[src/sam_pkg.sv]
// Package for the servo alarm monitor: alarm codes, register map, timing.
// Assumes a single 250 MHz system clock and a plain strobe register port.
package sam_pkg;
	// ----------------------------------------
	// Alarm codes
	// ----------------------------------------
	localparam logic [7:0] SAM_ALM_NONE = 8'h00;
	localparam logic [7:0] SAM_ALM_MOT_OV = 8'h01;
	localparam logic [7:0] SAM_ALM_CTL_OV = 8'h02;
	localparam logic [7:0] SAM_ALM_CTL_UV = 8'h03;
	localparam logic [7:0] SAM_ALM_PARAM = 8'h0B;
	localparam logic [7:0] SAM_ALM_MV_SVOFF = 8'h15;
	localparam logic [7:0] SAM_ALM_MV_HOME = 8'h16;
	localparam logic [7:0] SAM_ALM_HOME_TO = 8'h17;
	localparam logic [7:0] SAM_ALM_WR_MOVE = 8'h18;
	localparam logic [7:0] SAM_ALM_POS_DATA = 8'h19;
	localparam logic [7:0] SAM_ALM_SPEED = 8'h1F;
	localparam logic [7:0] SAM_ALM_DEVIATION = 8'h20;
	localparam logic [7:0] SAM_ALM_SOFT_LIM = 8'h21;
	localparam logic [7:0] SAM_ALM_PRESS = 8'h22;
	localparam logic [7:0] SAM_ALM_NVM = 8'h33;
	localparam logic [7:0] SAM_ALM_DETECT = 8'h34;
	localparam logic [7:0] SAM_ALM_ENC_LOST = 8'h35;
	localparam logic [7:0] SAM_ALM_STALL = 8'h36;
	localparam logic [7:0] SAM_ALM_OVERHEAT = 8'h37;
	localparam logic [7:0] SAM_ALM_HALT = 8'h3F;
	// ----------------------------------------
	// Operating modes and stop modes
	// ----------------------------------------
	localparam logic [2:0] SAM_MODE_JOG = 3'h1;
	localparam logic [2:0] SAM_MODE_ABS = 3'h5;
	localparam logic [1:0] SAM_STOP_NORMAL = 2'h0;
	// ----------------------------------------
	// Register map (word addresses)
	// ----------------------------------------
	localparam logic [3:0] SAM_REG_CODE = 4'h0;
	localparam logic [3:0] SAM_REG_CTRL = 4'h1;
	localparam logic [3:0] SAM_REG_STAT = 4'h2;
	localparam logic [3:0] SAM_REG_DEVLIM = 4'h3;
	localparam logic [3:0] SAM_REG_HOMETO = 4'h4;
	localparam logic [3:0] SAM_REG_SOFTLO = 4'h5;
	localparam logic [3:0] SAM_REG_SOFTHI = 4'h6;
	localparam logic [3:0] SAM_REG_MAXSPD = 4'h7;
	localparam logic [1:0] SAM_CTRL_CLR_BIT = 2'd0;
	localparam logic [1:0] SAM_CTRL_STOP_LSB = 2'd1;
	localparam logic [1:0] SAM_CTRL_STOP_MSB = 2'd2;
	// ----------------------------------------
	// Reset values and timing
	// ----------------------------------------
	localparam logic [31:0] SAM_DEVLIM_RST = 32'h0000_1000;
	localparam logic [31:0] SAM_HOMETO_RST = 32'h0000_FFFF;
	localparam logic [31:0] SAM_SOFTLO_RST = 32'h8000_0000;
	localparam logic [31:0] SAM_SOFTHI_RST = 32'h7FFF_FFFF;
	localparam logic [31:0] SAM_MAXSPD_RST = 32'h0001_0000;
	localparam int SAM_CLK_MHZ = 250;
	localparam int SAM_STALL_MS = 2000;
	localparam int SAM_STALL_CYC = SAM_STALL_MS * 1000 * SAM_CLK_MHZ;
	localparam int SAM_HOME_TICK_CYC = 250;
endpackage : sam_pkg

[src/sam_monitor.sv]
// Servo alarm monitor: detects faults, latches an alarm code, drives servo enable.
// Assumes all detector flags arrive from outside and are synchronised here;
// position, speed and command buses come from same-clock logic.
`timescale 1ns/10ps

// Functional notes
// - Motor overvoltage gives code 1, servo off
// - Control over/undervoltage gives code 2/3, off
// - Parameter out of range gives 11, off
// - Move while servo off gives 21, off
// - Move before/while homing gives 22, on
// - Homing timeout gives 23, servo off
// - Write during mode-1 jog gives 24, on
// - Bad table/relative/press sign gives 25, on
// - Overspeed gives 31, servo stays on
// - Deviation over limit gives 32, off
// - Alternate stop defers deviation to next move
// - Soft limit passed gives 33, on
// - Pressing pushed back gives 34, off
// - Startup memory check fail gives 51, off
// - No feedback or blocked start gives 52
// - Encoder lost gives 53, servo off
// - No progress two seconds gives 54, off
// - Power stage overheat gives 55, off
// - Emergency halt gives 63, off
// - Only 22,24,25,31,33 keep servo energised
module sam_monitor #(
	parameter int STALL_CYC = sam_pkg::SAM_STALL_CYC, // Stall window in cycles
	parameter int POS_W = 32 // Position width
) (
	// Clock and reset
	input wire logic mclk_i,
	input wire logic rst_i,
	// Register port
	input wire logic [3:0] reg_addr_i,
	input wire logic [31:0] reg_wdata_i,
	input wire logic reg_wr_i,
	input wire logic reg_rd_i,
	output logic [31:0] reg_rdata_o,
	// Asynchronous detector flags
	input wire logic mot_ov_i,
	input wire logic ctl_ov_i,
	input wire logic ctl_uv_i,
	input wire logic param_bad_i,
	input wire logic nvm_bad_i,
	input wire logic nvm_done_i,
	input wire logic no_feedback_i,
	input wire logic start_blocked_i,
	input wire logic enc_lost_i,
	input wire logic overheat_i,
	input wire logic emergency_halt_i,
	input wire logic press_pushback_i,
	// Host command strobes (same clock)
	input wire logic move_cmd_i,
	input wire logic move_is_pos_i,
	input wire logic move_rel_i,
	input wire logic home_return_i,
	input wire logic home_done_i,
	input wire logic program_write_strobe_i,
	input wire logic jog_active_i,
	input wire logic [2:0] op_mode_i,
	input wire logic table_empty_i,
	input wire logic press_sign_bad_i,
	input wire logic servo_on_req_i,
	// Motion feedback (same clock)
	input wire logic signed [POS_W-1:0] cmd_pos_i,
	input wire logic signed [POS_W-1:0] act_pos_i,
	input wire logic [31:0] speed_i,
	input wire logic at_target_i,
	// Outputs
	output logic servo_energise_o,
	output logic [7:0] alarm_code_o,
	output logic alarm_o
);
	import sam_pkg::*;

	// ----------------------------------------
	// Input synchronisers
	// ----------------------------------------
	localparam int NSYNC = 12;
	logic [NSYNC-1:0] async_in; // Raw flags
	logic [NSYNC-1:0] sync1_r; // First stage, read only by second
	logic [NSYNC-1:0] sync2_r; // Safe copies
	assign async_in = {press_pushback_i, emergency_halt_i, overheat_i, enc_lost_i,
		start_blocked_i, no_feedback_i, nvm_done_i, nvm_bad_i, param_bad_i,
		ctl_uv_i, ctl_ov_i, mot_ov_i};

	// Two flop synchroniser
	always_ff @(posedge mclk_i) begin
		if (rst_i) begin
			sync1_r <= '0;
			sync2_r <= '0;
		end else begin
			sync1_r <= async_in;
			sync2_r <= sync1_r;
		end
	end

	logic s_mot_ov, s_ctl_ov, s_ctl_uv, s_param, s_nvm_bad, s_nvm_done;
	logic s_nofb, s_blocked, s_enc, s_heat, s_halt, s_push;
	assign {s_push, s_halt, s_heat, s_enc, s_blocked, s_nofb, s_nvm_done, s_nvm_bad,
		s_param, s_ctl_uv, s_ctl_ov, s_mot_ov} = sync2_r;

	// ----------------------------------------
	// Registers
	// ----------------------------------------
	logic [31:0] devlim_r; // Deviation limit
	logic [31:0] hometo_r; // Homing timeout in ticks
	logic signed [31:0] softlo_r; // Lower soft limit
	logic signed [31:0] softhi_r; // Upper soft limit
	logic [31:0] maxspd_r; // Maximum speed
	logic [1:0] stop_mode_r; // Stop mode, nonzero = alternate
	logic clr_pulse; // Software clear of the alarm latch
	logic [7:0] code_r; // Latched alarm code
	logic servo_r; // Servo energised
	logic homed_r; // Homing complete
	logic homing_r; // Homing in progress
	logic dev_pend_r; // Deferred deviation pending

	assign clr_pulse = reg_wr_i && reg_addr_i == SAM_REG_CTRL && reg_wdata_i[SAM_CTRL_CLR_BIT];

	// Register writes
	always_ff @(posedge mclk_i) begin
		if (rst_i) begin
			devlim_r <= SAM_DEVLIM_RST;
			hometo_r <= SAM_HOMETO_RST;
			softlo_r <= SAM_SOFTLO_RST;
			softhi_r <= SAM_SOFTHI_RST;
			maxspd_r <= SAM_MAXSPD_RST;
			stop_mode_r <= SAM_STOP_NORMAL;
		end else if (reg_wr_i) begin
			case (reg_addr_i)
				SAM_REG_CTRL: stop_mode_r <= reg_wdata_i[SAM_CTRL_STOP_MSB:SAM_CTRL_STOP_LSB];
				SAM_REG_DEVLIM: devlim_r <= reg_wdata_i;
				SAM_REG_HOMETO: hometo_r <= reg_wdata_i;
				SAM_REG_SOFTLO: softlo_r <= reg_wdata_i;
				SAM_REG_SOFTHI: softhi_r <= reg_wdata_i;
				SAM_REG_MAXSPD: maxspd_r <= reg_wdata_i;
				default: ; // Others ignored
			endcase
		end
	end

	// Read data, one cycle later, unmapped reads zero
	always_ff @(posedge mclk_i) begin
		if (rst_i) begin
			reg_rdata_o <= '0;
		end else if (reg_rd_i) begin
			case (reg_addr_i)
				SAM_REG_CODE: reg_rdata_o <= {24'h00_0000, code_r};
				SAM_REG_CTRL: reg_rdata_o <= {29'h0000_0000, stop_mode_r, 1'b0};
				SAM_REG_STAT: reg_rdata_o <= {28'h000_0000, dev_pend_r, homing_r, homed_r, servo_r};
				SAM_REG_DEVLIM: reg_rdata_o <= devlim_r;
				SAM_REG_HOMETO: reg_rdata_o <= hometo_r;
				SAM_REG_SOFTLO: reg_rdata_o <= softlo_r;
				SAM_REG_SOFTHI: reg_rdata_o <= softhi_r;
				SAM_REG_MAXSPD: reg_rdata_o <= maxspd_r;
				default: reg_rdata_o <= '0;
			endcase
		end else begin
			reg_rdata_o <= '0;
		end
	end

	// ----------------------------------------
	// Homing tracking and timeout
	// ----------------------------------------
	logic [7:0] tick_cnt_r; // Microsecond prescaler
	logic [31:0] home_cnt_r; // Homing elapsed ticks
	logic home_to; // Timeout event

	// Homing state
	always_ff @(posedge mclk_i) begin
		if (rst_i) begin
			homed_r <= 1'b0;
			homing_r <= 1'b0;
		end else if (home_done_i && homing_r) begin
			homed_r <= 1'b1;
			homing_r <= 1'b0;
		end else if (home_return_i && servo_r) begin
			homed_r <= 1'b0;
			homing_r <= 1'b1;
		end else if (home_to || !servo_r) begin
			homing_r <= 1'b0;
		end
	end

	// Tick prescaler and timeout counter
	always_ff @(posedge mclk_i) begin
		if (rst_i || !homing_r) begin
			tick_cnt_r <= '0;
			home_cnt_r <= '0;
		end else if (tick_cnt_r == 8'(SAM_HOME_TICK_CYC - 1)) begin
			tick_cnt_r <= '0;
			home_cnt_r <= home_cnt_r + 32'h0000_0001;
		end else begin
			tick_cnt_r <= tick_cnt_r + 8'h01;
		end
	end
	assign home_to = homing_r && home_cnt_r >= hometo_r;

	// ----------------------------------------
	// Stall watchdog
	// ----------------------------------------
	logic moving_r; // Move accepted, target not reached
	logic [31:0] stall_cnt_r; // Cycles without progress
	logic signed [POS_W-1:0] last_pos_r; // Position at last check
	logic stall; // Stall event

	// Stall counter, reset on any position change
	always_ff @(posedge mclk_i) begin
		if (rst_i) begin
			moving_r <= 1'b0;
			stall_cnt_r <= '0;
			last_pos_r <= '0;
		end else begin
			last_pos_r <= act_pos_i;
			if (stall) begin
				// Stall ends the move even if a new command lands now
				moving_r <= 1'b0;
				stall_cnt_r <= '0;
			end else if (move_cmd_i && servo_r) begin
				moving_r <= 1'b1;
				stall_cnt_r <= '0;
			end else if (at_target_i || !servo_r) begin
				moving_r <= 1'b0;
				stall_cnt_r <= '0;
			end else if (moving_r) begin
				stall_cnt_r <= (act_pos_i != last_pos_r) ? '0 : stall_cnt_r + 32'h0000_0001;
			end
		end
	end
	assign stall = moving_r && stall_cnt_r >= 32'(STALL_CYC - 1);

	// ----------------------------------------
	// Deviation and limits
	// ----------------------------------------
	logic signed [POS_W:0] dev_diff; // Signed position error
	logic [POS_W:0] dev_abs; // Magnitude
	logic dev_over; // Limit exceeded
	assign dev_diff = {cmd_pos_i[POS_W-1], cmd_pos_i} - {act_pos_i[POS_W-1], act_pos_i};
	assign dev_abs = dev_diff[POS_W] ? (POS_W+1)'(-dev_diff) : dev_diff;
	assign dev_over = dev_abs > (POS_W+1)'(devlim_r);

	// Deferred deviation, raised by the next move when stop mode is alternate
	// A new excess beats a same-cycle clear so it is never lost
	always_ff @(posedge mclk_i) begin
		if (rst_i) begin
			dev_pend_r <= 1'b0;
		end else if (dev_over && stop_mode_r != SAM_STOP_NORMAL) begin
			dev_pend_r <= 1'b1;
		end else if (move_cmd_i || clr_pulse) begin
			dev_pend_r <= 1'b0;
		end
	end

	// ----------------------------------------
	// Startup check
	// ----------------------------------------
	logic start_r; // Before first servo-on attempt completes

	// Startup window for memory check and initial servo-on
	always_ff @(posedge mclk_i) begin
		if (rst_i) begin
			start_r <= 1'b1;
		end else if (servo_r) begin
			start_r <= 1'b0;
		end
	end

	// ----------------------------------------
	// Alarm priority encoder
	// ----------------------------------------
	logic [7:0] code_nxt; // Highest priority event this cycle
	logic mv_bad_home; // Move conflicts with homing

	assign mv_bad_home = move_cmd_i && ((move_is_pos_i && !homed_r) || homing_r);

	// Off-alarms take priority over keep-on alarms
	always_comb begin
		code_nxt = SAM_ALM_NONE;
		if (s_halt) code_nxt = SAM_ALM_HALT;
		else if (s_mot_ov) code_nxt = SAM_ALM_MOT_OV;
		else if (s_ctl_ov) code_nxt = SAM_ALM_CTL_OV;
		else if (s_ctl_uv) code_nxt = SAM_ALM_CTL_UV;
		else if (s_heat) code_nxt = SAM_ALM_OVERHEAT;
		else if (s_enc) code_nxt = SAM_ALM_ENC_LOST;
		else if (s_nvm_done && s_nvm_bad && start_r) code_nxt = SAM_ALM_NVM;
		else if (s_nofb || (s_blocked && start_r)) code_nxt = SAM_ALM_DETECT;
		else if (s_param) code_nxt = SAM_ALM_PARAM;
		else if (move_cmd_i && !servo_r) code_nxt = SAM_ALM_MV_SVOFF;
		else if (home_to) code_nxt = SAM_ALM_HOME_TO;
		else if (dev_over && stop_mode_r == SAM_STOP_NORMAL) code_nxt = SAM_ALM_DEVIATION;
		else if (dev_pend_r && move_cmd_i) code_nxt = SAM_ALM_DEVIATION;
		else if (s_push && servo_r) code_nxt = SAM_ALM_PRESS;
		else if (stall) code_nxt = SAM_ALM_STALL;
		else if (mv_bad_home) code_nxt = SAM_ALM_MV_HOME;
		else if (program_write_strobe_i && jog_active_i && op_mode_i == SAM_MODE_JOG)
			code_nxt = SAM_ALM_WR_MOVE;
		else if (move_cmd_i && (table_empty_i || press_sign_bad_i
			|| (op_mode_i == SAM_MODE_ABS && move_rel_i)))
			code_nxt = SAM_ALM_POS_DATA;
		else if (speed_i > maxspd_r) code_nxt = SAM_ALM_SPEED;
		else if (act_pos_i < softlo_r || act_pos_i > softhi_r) code_nxt = SAM_ALM_SOFT_LIM;
	end

	// Codes that leave the servo energised
	function automatic logic keeps_on(input logic [7:0] c);
		keeps_on = c == SAM_ALM_MV_HOME || c == SAM_ALM_WR_MOVE || c == SAM_ALM_POS_DATA
			|| c == SAM_ALM_SPEED || c == SAM_ALM_SOFT_LIM;
	endfunction

	logic alarm_r; // Alarm flag, kept in step with the code

	// Latch: new event wins over a same-cycle clear
	always_ff @(posedge mclk_i) begin
		if (rst_i) begin
			code_r <= SAM_ALM_NONE;
			alarm_r <= 1'b0;
		end else if (code_nxt != SAM_ALM_NONE) begin
			code_r <= code_nxt;
			alarm_r <= 1'b1;
		end else if (clr_pulse) begin
			code_r <= SAM_ALM_NONE;
			alarm_r <= 1'b0;
		end
	end

	// Servo enable: off on any off-alarm, blocked while an off-alarm is latched
	always_ff @(posedge mclk_i) begin
		if (rst_i) begin
			servo_r <= 1'b0;
		end else if (code_nxt != SAM_ALM_NONE && !keeps_on(code_nxt)) begin
			servo_r <= 1'b0;
		end else if (code_r != SAM_ALM_NONE && !keeps_on(code_r)) begin
			servo_r <= 1'b0;
		end else begin
			servo_r <= servo_on_req_i;
		end
	end

	assign servo_energise_o = servo_r;
	assign alarm_code_o = code_r;
	assign alarm_o = alarm_r;

	// ----------------------------------------
	// Assertions
	// ----------------------------------------
	property p_halt_code;
		@(posedge mclk_i) disable iff (rst_i) s_halt |=> code_r == SAM_ALM_HALT;
	endproperty
	a_halt_code: assert property (p_halt_code) else $error("halt not coded 63");

	property p_halt_off;
		@(posedge mclk_i) disable iff (rst_i) s_halt |=> !servo_r;
	endproperty
	a_halt_off: assert property (p_halt_off) else $error("servo on after halt");

	property p_mot_ov;
		@(posedge mclk_i) disable iff (rst_i) s_mot_ov && !s_halt |=> code_r == SAM_ALM_MOT_OV;
	endproperty
	a_mot_ov: assert property (p_mot_ov) else $error("motor overvolt not 1");

	property p_svoff_move;
		@(posedge mclk_i) disable iff (rst_i)
			move_cmd_i && !servo_r && !s_halt && !s_mot_ov && !s_ctl_ov && !s_ctl_uv && !s_heat
			&& !s_enc && !(s_nvm_done && s_nvm_bad && start_r) && !s_nofb
			&& !(s_blocked && start_r) && !s_param |=> code_r == SAM_ALM_MV_SVOFF ##1 !servo_r;
	endproperty
	a_svoff_move: assert property (p_svoff_move) else $error("move at servo off missed");

	property p_keep_on;
		@(posedge mclk_i) disable iff (rst_i)
			servo_r && code_r == SAM_ALM_NONE && code_nxt == SAM_ALM_SPEED && servo_on_req_i
			|=> servo_r;
	endproperty
	a_keep_on: assert property (p_keep_on) else $error("overspeed dropped servo");

	property p_off_hold;
		@(posedge mclk_i) disable iff (rst_i)
			code_r == SAM_ALM_ENC_LOST && !clr_pulse |=> code_r != SAM_ALM_NONE;
	endproperty
	a_off_hold: assert property (p_off_hold) else $error("latch lost code");

	property p_clear;
		@(posedge mclk_i) disable iff (rst_i) clr_pulse && code_nxt == SAM_ALM_NONE |=> !alarm_o;
	endproperty
	a_clear: assert property (p_clear) else $error("clear ignored");

	property p_defer;
		@(posedge mclk_i) disable iff (rst_i)
			dev_over && stop_mode_r != SAM_STOP_NORMAL && !move_cmd_i
			&& code_r != SAM_ALM_DEVIATION |=> code_r != SAM_ALM_DEVIATION && dev_pend_r;
	endproperty
	a_defer: assert property (p_defer) else $error("deviation not deferred");

	property p_stall;
		@(posedge mclk_i) disable iff (rst_i) stall |=> !moving_r;
	endproperty
	a_stall: assert property (p_stall) else $error("stall not ended");

	c_halt: cover property (@(posedge mclk_i) disable iff (rst_i) s_halt ##1 !servo_r);
	c_soft: cover property (@(posedge mclk_i) disable iff (rst_i) code_r == SAM_ALM_SOFT_LIM && servo_r);
	c_home_to: cover property (@(posedge mclk_i) disable iff (rst_i) home_to);
	c_defer: cover property (@(posedge mclk_i) disable iff (rst_i) dev_pend_r ##1 move_cmd_i);
endmodule // sam_monitor

[config.mk]
export PLATFORM = sky130hd
export DESIGN_NAME = sam_monitor
export DESIGN_NICKNAME = d
export VERILOG_FILES = /design/src/sam_pkg.sv /design/src/sam_monitor.sv
export SDC_FILE = /design/constraint.sdc
export NUM_CORES = 1
export LEC_CHECK = 0
export BUFFER_PORTS_ARGS = -buffer_cell sky130_fd_sc_hd__buf_4
export CAP_MARGIN = 0
export CELL_PAD_IN_SITES_DETAIL_PLACEMENT = 0
export CELL_PAD_IN_SITES_GLOBAL_PLACEMENT = 1
export CORE_MARGIN = 3
export CORE_UTILIZATION = 30
export DETAILED_ROUTE_END_ITERATION = 10
export PLACE_DENSITY_LB_ADDON = 0.1
export SYNTH_ARGS = -nofsm -noshare
export SYNTH_HDL_FRONTEND = slang
export SYNTH_SLANG_ARGS = --single-unit
[constraint.sdc]
create_clock -name mclk_i -period 12.9 [get_ports mclk_i]
set_clock_uncertainty 0.1 [all_clocks]
set_input_delay 0.645 -clock mclk_i [delete_from_list [all_inputs] [get_ports mclk_i]]
set_output_delay 0.645 -clock mclk_i [all_outputs]
set_load 0.02 [all_outputs]
==> key figures, run 1 <==
Pwr
  – Power density over cell area: 121 nW/um2
  – P_leak: 9.80 nW
  – Clock share of power: 0.434
  – Logic pwr share: 0.199
  – Switching Fraction: 0.302
  – VDD IR max: 0.103 mV
  – Share of total power in sequential cells: 0.367
  – Internal: 2.05 mW
  – Psw: 886 uW

Yosys
  – Avg Synthesized Cell Area: 7.88 um2
  – Top-count cell post-synth: nand2_1
  – Netlist cell types: 97
  – Synth area leaders: dfxtp_1, ha_1, nand2_1, a21oi_1, inv_1
  – FFs w/ async S/R, synth: 0
  – Warnings, synthesis: 0
  – Number of synthesized register bits: 335
  – Mux cell area share after synthesis: 0.0105
  – Main combinational cell family by area after synthesis: simple AND/OR/NAND/NOR gates
  – Mapped Area: 20500 um2
  – Number of flops mapped to enable cells by yosys: 0
  – Yosys top cell by area: dfxtp_1
  – Post-Synth Adder-Cell Area: 0.120
  – Post-Synth Simple-Gate Area: 0.218
  – Post-synthesis xor/xnor area fraction: 0.0589
  – Post-synthesis compound-gate area fraction: 0.201
  – Post-synthesis cell count: 2603
  – Post-synthesis sequential area ratio: 0.327
  – Leading cell types by count after synthesis: nand2_1, dfxtp_1, inv_1
  – Synth Flop Type: dfxtp_1
  – Synth top area share: 0.327

Clock network
  – # Post-CTS Setup Buffers: 0
  – Clock transition at the registers of the reported paths: 0.06 ns
  – Clock root cell: clkbuf_16
  – Post-CTS sizing: 0
  – Clock Tree Buf Depth: 3
  – TritonCTS Sinks: 335
  – Post-cts hold buffer count: 0
  – TritonCTS clock tree: built
  – Inserted Clock Buffers: 43
  – H-tree levels: 2
  – Clk Latency, worst-skew pair: 0.59 ns

Placed design
  – Routability cong.: 0.878
  – Post-DP Area: 22800 um2
  – PortBufs: 201
  – HPWL after DPL: 63000 um
  – Placed cell count: 3576

GRT
  – Gr ovfl total: 0
  – Vias in the first global route: 18900
  – Initial antenna violation count: 2
  – Largest net degree at the start of global routing: 87
  – Total GRT Usage: 0.220
  – First-pass GRT wire length: 119000 um

Final layout
  – Non-Filler Instances: 3654
  – Antenna Diode Count: 0
  – Fillers: 7098
  – Util after Layout: 0.360
  – Multi-input logic area: 12600 um2
  – Register Area: 6710 um2
  – Nets: 3107
  – Fin area: 24300 um2
  – Layout cell share with drive strength beyond 1: 0.125
  – Layout area overhead: 18.5%

Die
  – Starting Density: 0.304
  – DIE HEIGHT: 268 um
  – Die W: 268 um
  – Die area: 71600 um2
  – Core ar.: 67500 um2
  – I/O Pins: 204
  – FP Rows: 95

Run
  – Max Cap Viol: 0

Critical path
  – Critical Path, Cell by Cell: buf_4, ha_1, fa_1, nand2b_1, a211oi_2, or2_1, xor2_1, or3b_1, nor3_1, nand4_1, nor3_1, nand4b_1, o41ai_1, xnor2_1, ha_1, a2111oi_0, nand2_1, o41ai_1, o21ai_0, nand2b_1, o31ai_4, o31ai_1, a2111oi_2
  – Crit end category: flip-flop
  – CP Data Required Time: 13.29 ns
  – Slowest-stage cell, CP: o41ai_1
  – CP max FO: 6
  – Crit path launch type: input port
  – Max incr delay on CP: 0.81 ns
  – R2r worst-path depth: 12
  – CP arrival: 7.61 ns
  – Setup CP Type: input port to flip-flop

STA
  – Tcrit/Tclk final: 0.560
  – Max_slew headroom: 0.257
  – Peak Freq: 0.138 GHz
  – Min Hold Slack: 0.174 ns
  – Unrepaired setup endpoints after global routing: no
  – Slew Limit Fails: 0
  – Final Hold Fails: 0
  – Crit path time final: 7.22 ns
  – Final TNS setup: 0 ns
  – Worst Max-Slew Pin Slew: 1.09 ns
  – Final Setup Violations: 0

Detailed routing
  – Remaining DRCs: 0
  – Initial DRT Pass Iterations: 7
  – Avg Vias per Cell: 5.21
  – DRT Wirelength: 79700 um
  – Initial DRC count: 1362
  – Wirelength per Cell: 21.8 um
  – DRT antenna net count: 0
  – DR vias: 19000

Hold path
  – HP Class: input port to flip-flop
  – Worst hold stages: 2

Status
  – Outcome: finished clean
## placed cells by master, fill, tap and decap left out, types with 9 or more instances in the layout
cell | Yosys | final
nor2_1 | 206 | 204
and2_1 | 11 | 11
and4_1 | 14 | 14
a21o_1 | 44 | 44
nand4_1 | 54 | 54
nor3_1 | 28 | 26
a31oi_1 | 11 | 11
a222oi_1 | 25 | 25
and3_1 | 32 | 31
a21oi_1 | 216 | 216
nor2b_1 | 43 | 42
nor4_1 | 17 | 17
a2111oi_0 | 9 | 9
o21ai_0 | 100 | 99
o211ai_1 | 56 | 56
dfxtp_1 | 335 | 335
nand2b_1 | 12 | 12
a211oi_1 | 15 | 15
or3_1 | 18 | 18
a22o_1 | 29 | 29
nand2_1 | 418 | 418
ha_1 | 196 | 196
inv_1 | 220 | 219
xor2_1 | 70 | 70
nand3_1 | 60 | 60
xnor2_1 | 68 | 68
buf_4 | 3 | 218
o21a_1 | 17 | 17
clkbuf_16 | 0 | 43
## worst paths after layout
kind,startpoint,end,slack (ns)
hold reg to reg,sync1_r[0],sync2_r[0],0.34
setup reg to reg,softlo_r[31],alarm_code_o[2],8.80
setup / recovery,act_pos_i[0],servo_energise_o,5.68
hold / removal,enc_lost_i,sync1_r[8],0.17
## critical path, delay by kind of cell
| family | cells | cell delay, ns |
|---|---|---|
| AOI/OAI and AO/OA | 8 | 3.12 |
| xor gates and xnor gates | 2 | 0.30 |
| adders and majority gates | 3 | 0.82 |
| buffers and inverters | 1 | 0.13 |
| and+or+nand+nor | 9 | 2.59 |
## layer usage
layer,track usage,vias to the layer above,wire (um)
met5,0,-,10
met4,0.0513,2,1700
met3,0.0272,86,3530
met2,0.372,469,37800
met1,0.298,9088,36700
li1,-,9387,-
## power by group through the flow
stage | logic [mW] | registers (mW) | clock network [mW]
6_report | 0.583 | 1.08 | 1.27
5_1_grt | 0.645 | 1.08 | 1.35
4_1_cts | 0.583 | 1.08 | 1.31
3_5_place_dp | 0.580 | 1.10 | 0
3_3_place_gp | 0.575 | 1.10 | 0
2_1_floorplan | 0.366 | 1.10 | 0
## sequential cells by signal (all words and copies together), names as in the netlist
signal and flops:
tick_cnt_r 8, servo_energise_o 1, home_cnt_r 32, homed_r 1, last_pos_r 32, stall_cnt_r 32
maxspd_r 32, sync2_r 12, moving_r 1, softhi_r 32, homing_r 1, dev_pend_r 1
softlo_r 32, hometo_r 32, reg_rdata_o 32, stop_mode_r 2, start_r 1, alarm_o 1
alarm_code_o 6, sync1_r 12, devlim_r 32
## cell type report
type / count / area share
multi-input combinational: 1929 / 0.516
sequential: 335 / 0.276
timing repair buffer: 219 / 0.0678
clock buffer: 57 / 0.0493
tap: 873 / 0.0449
inverter: 220 / 0.0340
clock inverter: 21 / 0.0118
## cell families (layout without fill, tap and decap cells)
logic type,after synthesis,count (layout)
flip-flops,335,335
multiplexers,15,15
AO/OA/AOI/OAI,620,620
buffers and inverters,340,517
XOR/XNOR,138,138
other,1,2
adder cells (fa/ha/maj),197,197
AND/OR/NAND/NOR,957,957
## through the flow
| stage | setup slack [ns] | total power [mW] |
|---|---|---|
| detailed placement | 5.12 | 1.68 |
| finish | 5.68 | 2.93 |
| floorplan | 6.57 | 1.46 |
| global placement | 5.15 | 1.67 |
| global route | 5.07 | 3.07 |
| CTS | 5.72 | 2.97 |
Power figures use the tool's default switching activity.
==> inputs of run 2 (changes only) <==
--- a/config.mk
+++ b/config.mk
@@ -5,6 +5,7 @@
 export SDC_FILE = /design/constraint.sdc
 export NUM_CORES = 1
 export LEC_CHECK = 0
+export ABC_AREA = 1
 export BUFFER_PORTS_ARGS = -buffer_cell sky130_fd_sc_hd__buf_4
 export CAP_MARGIN = 0
 export CELL_PAD_IN_SITES_DETAIL_PLACEMENT = 0
==> constraint.sdc (replaced) <==
create_clock -name mclk_i -period 6.28 [get_ports mclk_i]
set_clock_uncertainty 0.1 [all_clocks]
set_input_delay 0.314 -clock mclk_i [delete_from_list [all_inputs] [get_ports mclk_i]]
set_output_delay 0.314 -clock mclk_i [all_outputs]
set_load 0.02 [all_outputs]
==> run 2 against run 1 <==
  * Synthesized cell count increased by 12%
  * Register-to-register slack worse by 6.7 ns
  * Critical endpoint is now alarm_code_o[3]
  * Via count up 5.3%
  * Final cell count rose by 12%
  * Synthesized area fell by 0.46%
  * Critical path type unchanged
  * Clock power is 89% higher
==> key figures, run 2 <==
GRT
  – Gr ovfl total: 0 (unchanged)
  – Largest net degree at the start of global routing: 96 (was 87)
  – Initial antenna violation count: 2 (unchanged)
  – Vias in the first global route: 19300 (was 18900)
  – Total GRT Usage: 0.216 (was 0.220)
  – First-pass GRT wire length: 118000 um (was 119000 um)

STA
  – Final Setup Violations: 0 (unchanged)
  – Min Hold Slack: 0.0264 ns (was 0.174 ns)
  – Max_slew headroom: 0.335 (was 0.257)
  – Peak Freq: 0.173 GHz
  – Slew Limit Fails: 0 (unchanged)
  – Crit path time final: 5.77 ns
  – Final Hold Fails: 0 (unchanged)
  – Final WS setup: 0.514 ns (was 5.68 ns)
  – Tcrit/Tclk final: 0.918
  – Worst Max-Slew Pin Slew: 0.997 ns (was 1.09 ns)

Die
  – Die W: 267 um (was 268 um)
  – FP Rows: 95 (unchanged)
  – I/O Pins: 204 (unchanged)
  – Core ar.: 67300 um2 (was 67500 um2)
  – DIE HEIGHT: 267 um (was 268 um)
  – Die area: 71200 um2 (was 71600 um2)
  – Starting Density: 0.304 (about the same)

Yosys
  – Number of flops mapped to enable cells by yosys: 0 (unchanged)
  – Post-synthesis sequential area ratio: 0.328 (was 0.327)
  – Synth area leaders: dfxtp_1, ha_1, nand2_1, inv_1, a21oi_1 (was dfxtp_1, ha_1, nand2_1, a21oi_1, inv_1)
  – Netlist cell types: 60 (was 97)
  – Post-synthesis cell count: 2921 (was 2603)
  – Warnings, synthesis: 0 (unchanged)
  – Number of synthesized register bits: 335 (unchanged)
  – Leading cell types by count after synthesis: nand2_1, inv_1, dfxtp_1 (was nand2_1, dfxtp_1, inv_1)
  – Synth Flop Type: dfxtp_1 (unchanged)
  – Avg Synthesized Cell Area: 6.99 um2 (was 7.88 um2)
  – FFs w/ async S/R, synth: 0 (unchanged)
  – Yosys top cell by area: dfxtp_1 (unchanged)
  – Synth top area share: 0.328 (was 0.327)
  – Mapped Area: 20400 um2 (was 20500 um2)
  – Top-count cell post-synth: nand2_1 (unchanged)

Critical path
  – Critical path origin: act_pos_i[6] (was act_pos_i[0])
  – Setup slack, reg-to-reg: 2.07 ns (was 8.80 ns)
  – Crit path launch type: input port (unchanged)
  – CP max FO: 5 (was 6)
  – CP Data Required Time: 6.66 ns (was 13.29 ns)
  – R2r worst-path depth: 18 (was 12)
  – Max incr delay on CP: 0.54 ns (was 0.81 ns)
  – Crit end category: flip-flop (unchanged)
  – Setup CP Type: input port to flip-flop (unchanged)
  – Worst reg2reg path endpoint: alarm_code_o[3] (was alarm_code_o[2])
  – Slowest-stage cell, CP: dlygate4sd3_1 (was o41ai_1)
  – RR Startpoint: softhi_r[31] (was softlo_r[31])
  – Most frequent CP cell: nand2_1
  – CP endpoint: alarm_code_o[3] (was servo_energise_o)
  – CP arrival: 6.14 ns (was 7.61 ns)

Clock network
  – Clock Tree Buf Depth: 3 (unchanged)
  – TritonCTS clock tree: built (unchanged)
  – Clk Latency, worst-skew pair: 0.57 ns (was 0.59 ns)
  – Inserted Clock Buffers: 41 (was 43)
  – Clock root cell: clkbuf_16 (unchanged)
  – TritonCTS Sinks: 335 (unchanged)
  – Clock transition at the registers of the reported paths: 0.06 ns (about the same)
  – H-tree levels: 2 (unchanged)

Status
  – Outcome: finished clean (unchanged)

Detailed routing
  – DRT Wirelength: 78200 um (was 79700 um)
  – DR vias: 20000 (was 19000)
  – Remaining DRCs: 0 (unchanged)
  – Initial DRC count: 1100 (was 1362)
  – DRT antenna net count: 0 (unchanged)
  – Wirelength per Cell: 19.1 um (was 21.8 um)
  – Avg Vias per Cell: 4.89 (was 5.21)
  – Initial DRT Pass Iterations: 8 (was 7)

Final layout
  – Nets: 3552 (was 3107)
  – Fin area: 25400 um2 (was 24300 um2)
  – Non-Filler Instances: 4098 (was 3654)
  – Fillers: 7164 (was 7098)
  – Multi-input logic area: 11800 um2 (was 12600 um2)
  – Layout cell share with drive strength beyond 1: 0.137 (was 0.125)
  – Register Area: 6710 um2 (unchanged)
  – Antenna Diode Count: 0 (unchanged)
  – Layout area overhead: 24.2% (was 18.5%)
  – Most common cell after layout, fill and taps aside: inv_1 (was nand2_1)
  – Commonest cells after routing, fill and taps aside: inv_1, nand2_1, dfxtp_1 (was nand2_1, dfxtp_1, inv_1)

Pwr
  – P_leak: 11.2 nW (was 9.80 nW)
  – Power density over cell area: 231 nW/um2 (was 121 nW/um2)
  – VDD IR max: 0.159 mV (was 0.103 mV)

Placed design
  – Dpl ws: -0.0800 ns (was 5.12 ns)
  – PortBufs: 201 (unchanged)
  – Post-DP Area: 22900 um2 (was 22800 um2)
  – Routability cong.: 0.863 (was 0.878)
  – HPWL after DPL: 61700 um (was 63000 um)
  – Placed cell count: 3939 (was 3576)

Run
  – Max Cap Viol: 0 (unchanged)

Hold path
  – HP Class: input port to flip-flop (unchanged)
  – Hold path start: act_pos_i[1] (was enc_lost_i)
## run 2: cell types whose count changed in the layout (fill, tap and decap cells not counted), sizes merged, moves of 35 or more
cell and change:
o22ai +64, a21oi +91, dlygate4sd3 +68, nor2b -43, nor2 +94, o21ai +111
a21o -43, nand3 +35, inv +269, xnor2 -46, nand2 +94
## run 2: worst max-delay path, delay by kind of cell
kind,cells,cell delay (ns)
and+or+nand+nor,37,3.85
buffers and inverters,5,0.91
adders and majority gates,2,0.48
xor gates and xnor gates,2,0.30
AOI/OAI and AO/OA,2,0.25
## run 2: layout make-up
cell class              count  share of cell area
repair buffers            310              0.0995
flip-flops and latches    335               0.264
clock inverters            11             0.00439
inverters                 494              0.0734
well taps                 873              0.0431
multi-input cells        2011               0.466
clock buffers              64              0.0487
## run 2: per-layer routing
layer,GRT usage,up-vias,wire length [um]
li1,-,10200,-
met1,0.283,9344,36200
met2,0.380,407,37600
met3,0.0252,80,2930
met4,0.0473,2,1460
met5,0,-,7
## run 2: worst min-delay path by stage
| stage | to | slack, ns | depth (start not counted) |
|---|---|---|---|
| 2_1_floorplan | sync2_r[0] | 0.29 | 2 |
| 6_report | last_pos_r[1] | 0.03 | 3 |
| 5_1_grt | last_pos_r[1] | 0.03 | 3 |
| 3_5_place_dp | sync2_r[0] | 0.30 | 2 |
| 4_1_cts | last_pos_r[1] | 0.002 | 3 |
| 3_3_place_gp | sync2_r[3] | 0.30 | 2 |
## run 2: power breakdown
part | leakage (nW) | internal [mW] | total [mW] | switching [mW]
combinational | 7.85 | 0.487 | 1.27 | 0.783
sequential | 2.72 | 2.18 | 2.20 | 0.0250
clock | 0.663 | 1.43 | 2.40 | 0.965
total | 11.2 | 4.10 | 5.87 | 1.77
## run 2: through the flow
stage                util  setup TNS, ns  total power, mW
global route        0.377         -0.130             6.19
detailed placement  0.341         -0.211             3.43
CTS                 0.371              0             5.90
finish              0.377              0             5.87
global placement    0.341              0             3.42
floorplan               -              0             3.00
## run 2: cell families after synthesis
kind of cell             after synthesis  share of synthesized area
other                                  1                   0.000184
flip-flops                           335                      0.328
AND/OR/NAND/NOR                     1053                      0.227
buffers and inverters                576                      0.106
AO/OA/AOI/OAI                        694                      0.189
adder cells (fa/ha/maj)              197                      0.121
XOR/XNOR                              65                     0.0286
## run 2: repair_timing
item,CTS,global route
hold buffers,71,0
gates resized for setup,0,75
endpoints found under the hold margin,170,0
setup buffers,0,13
endpoints found under the setup margin,0,8
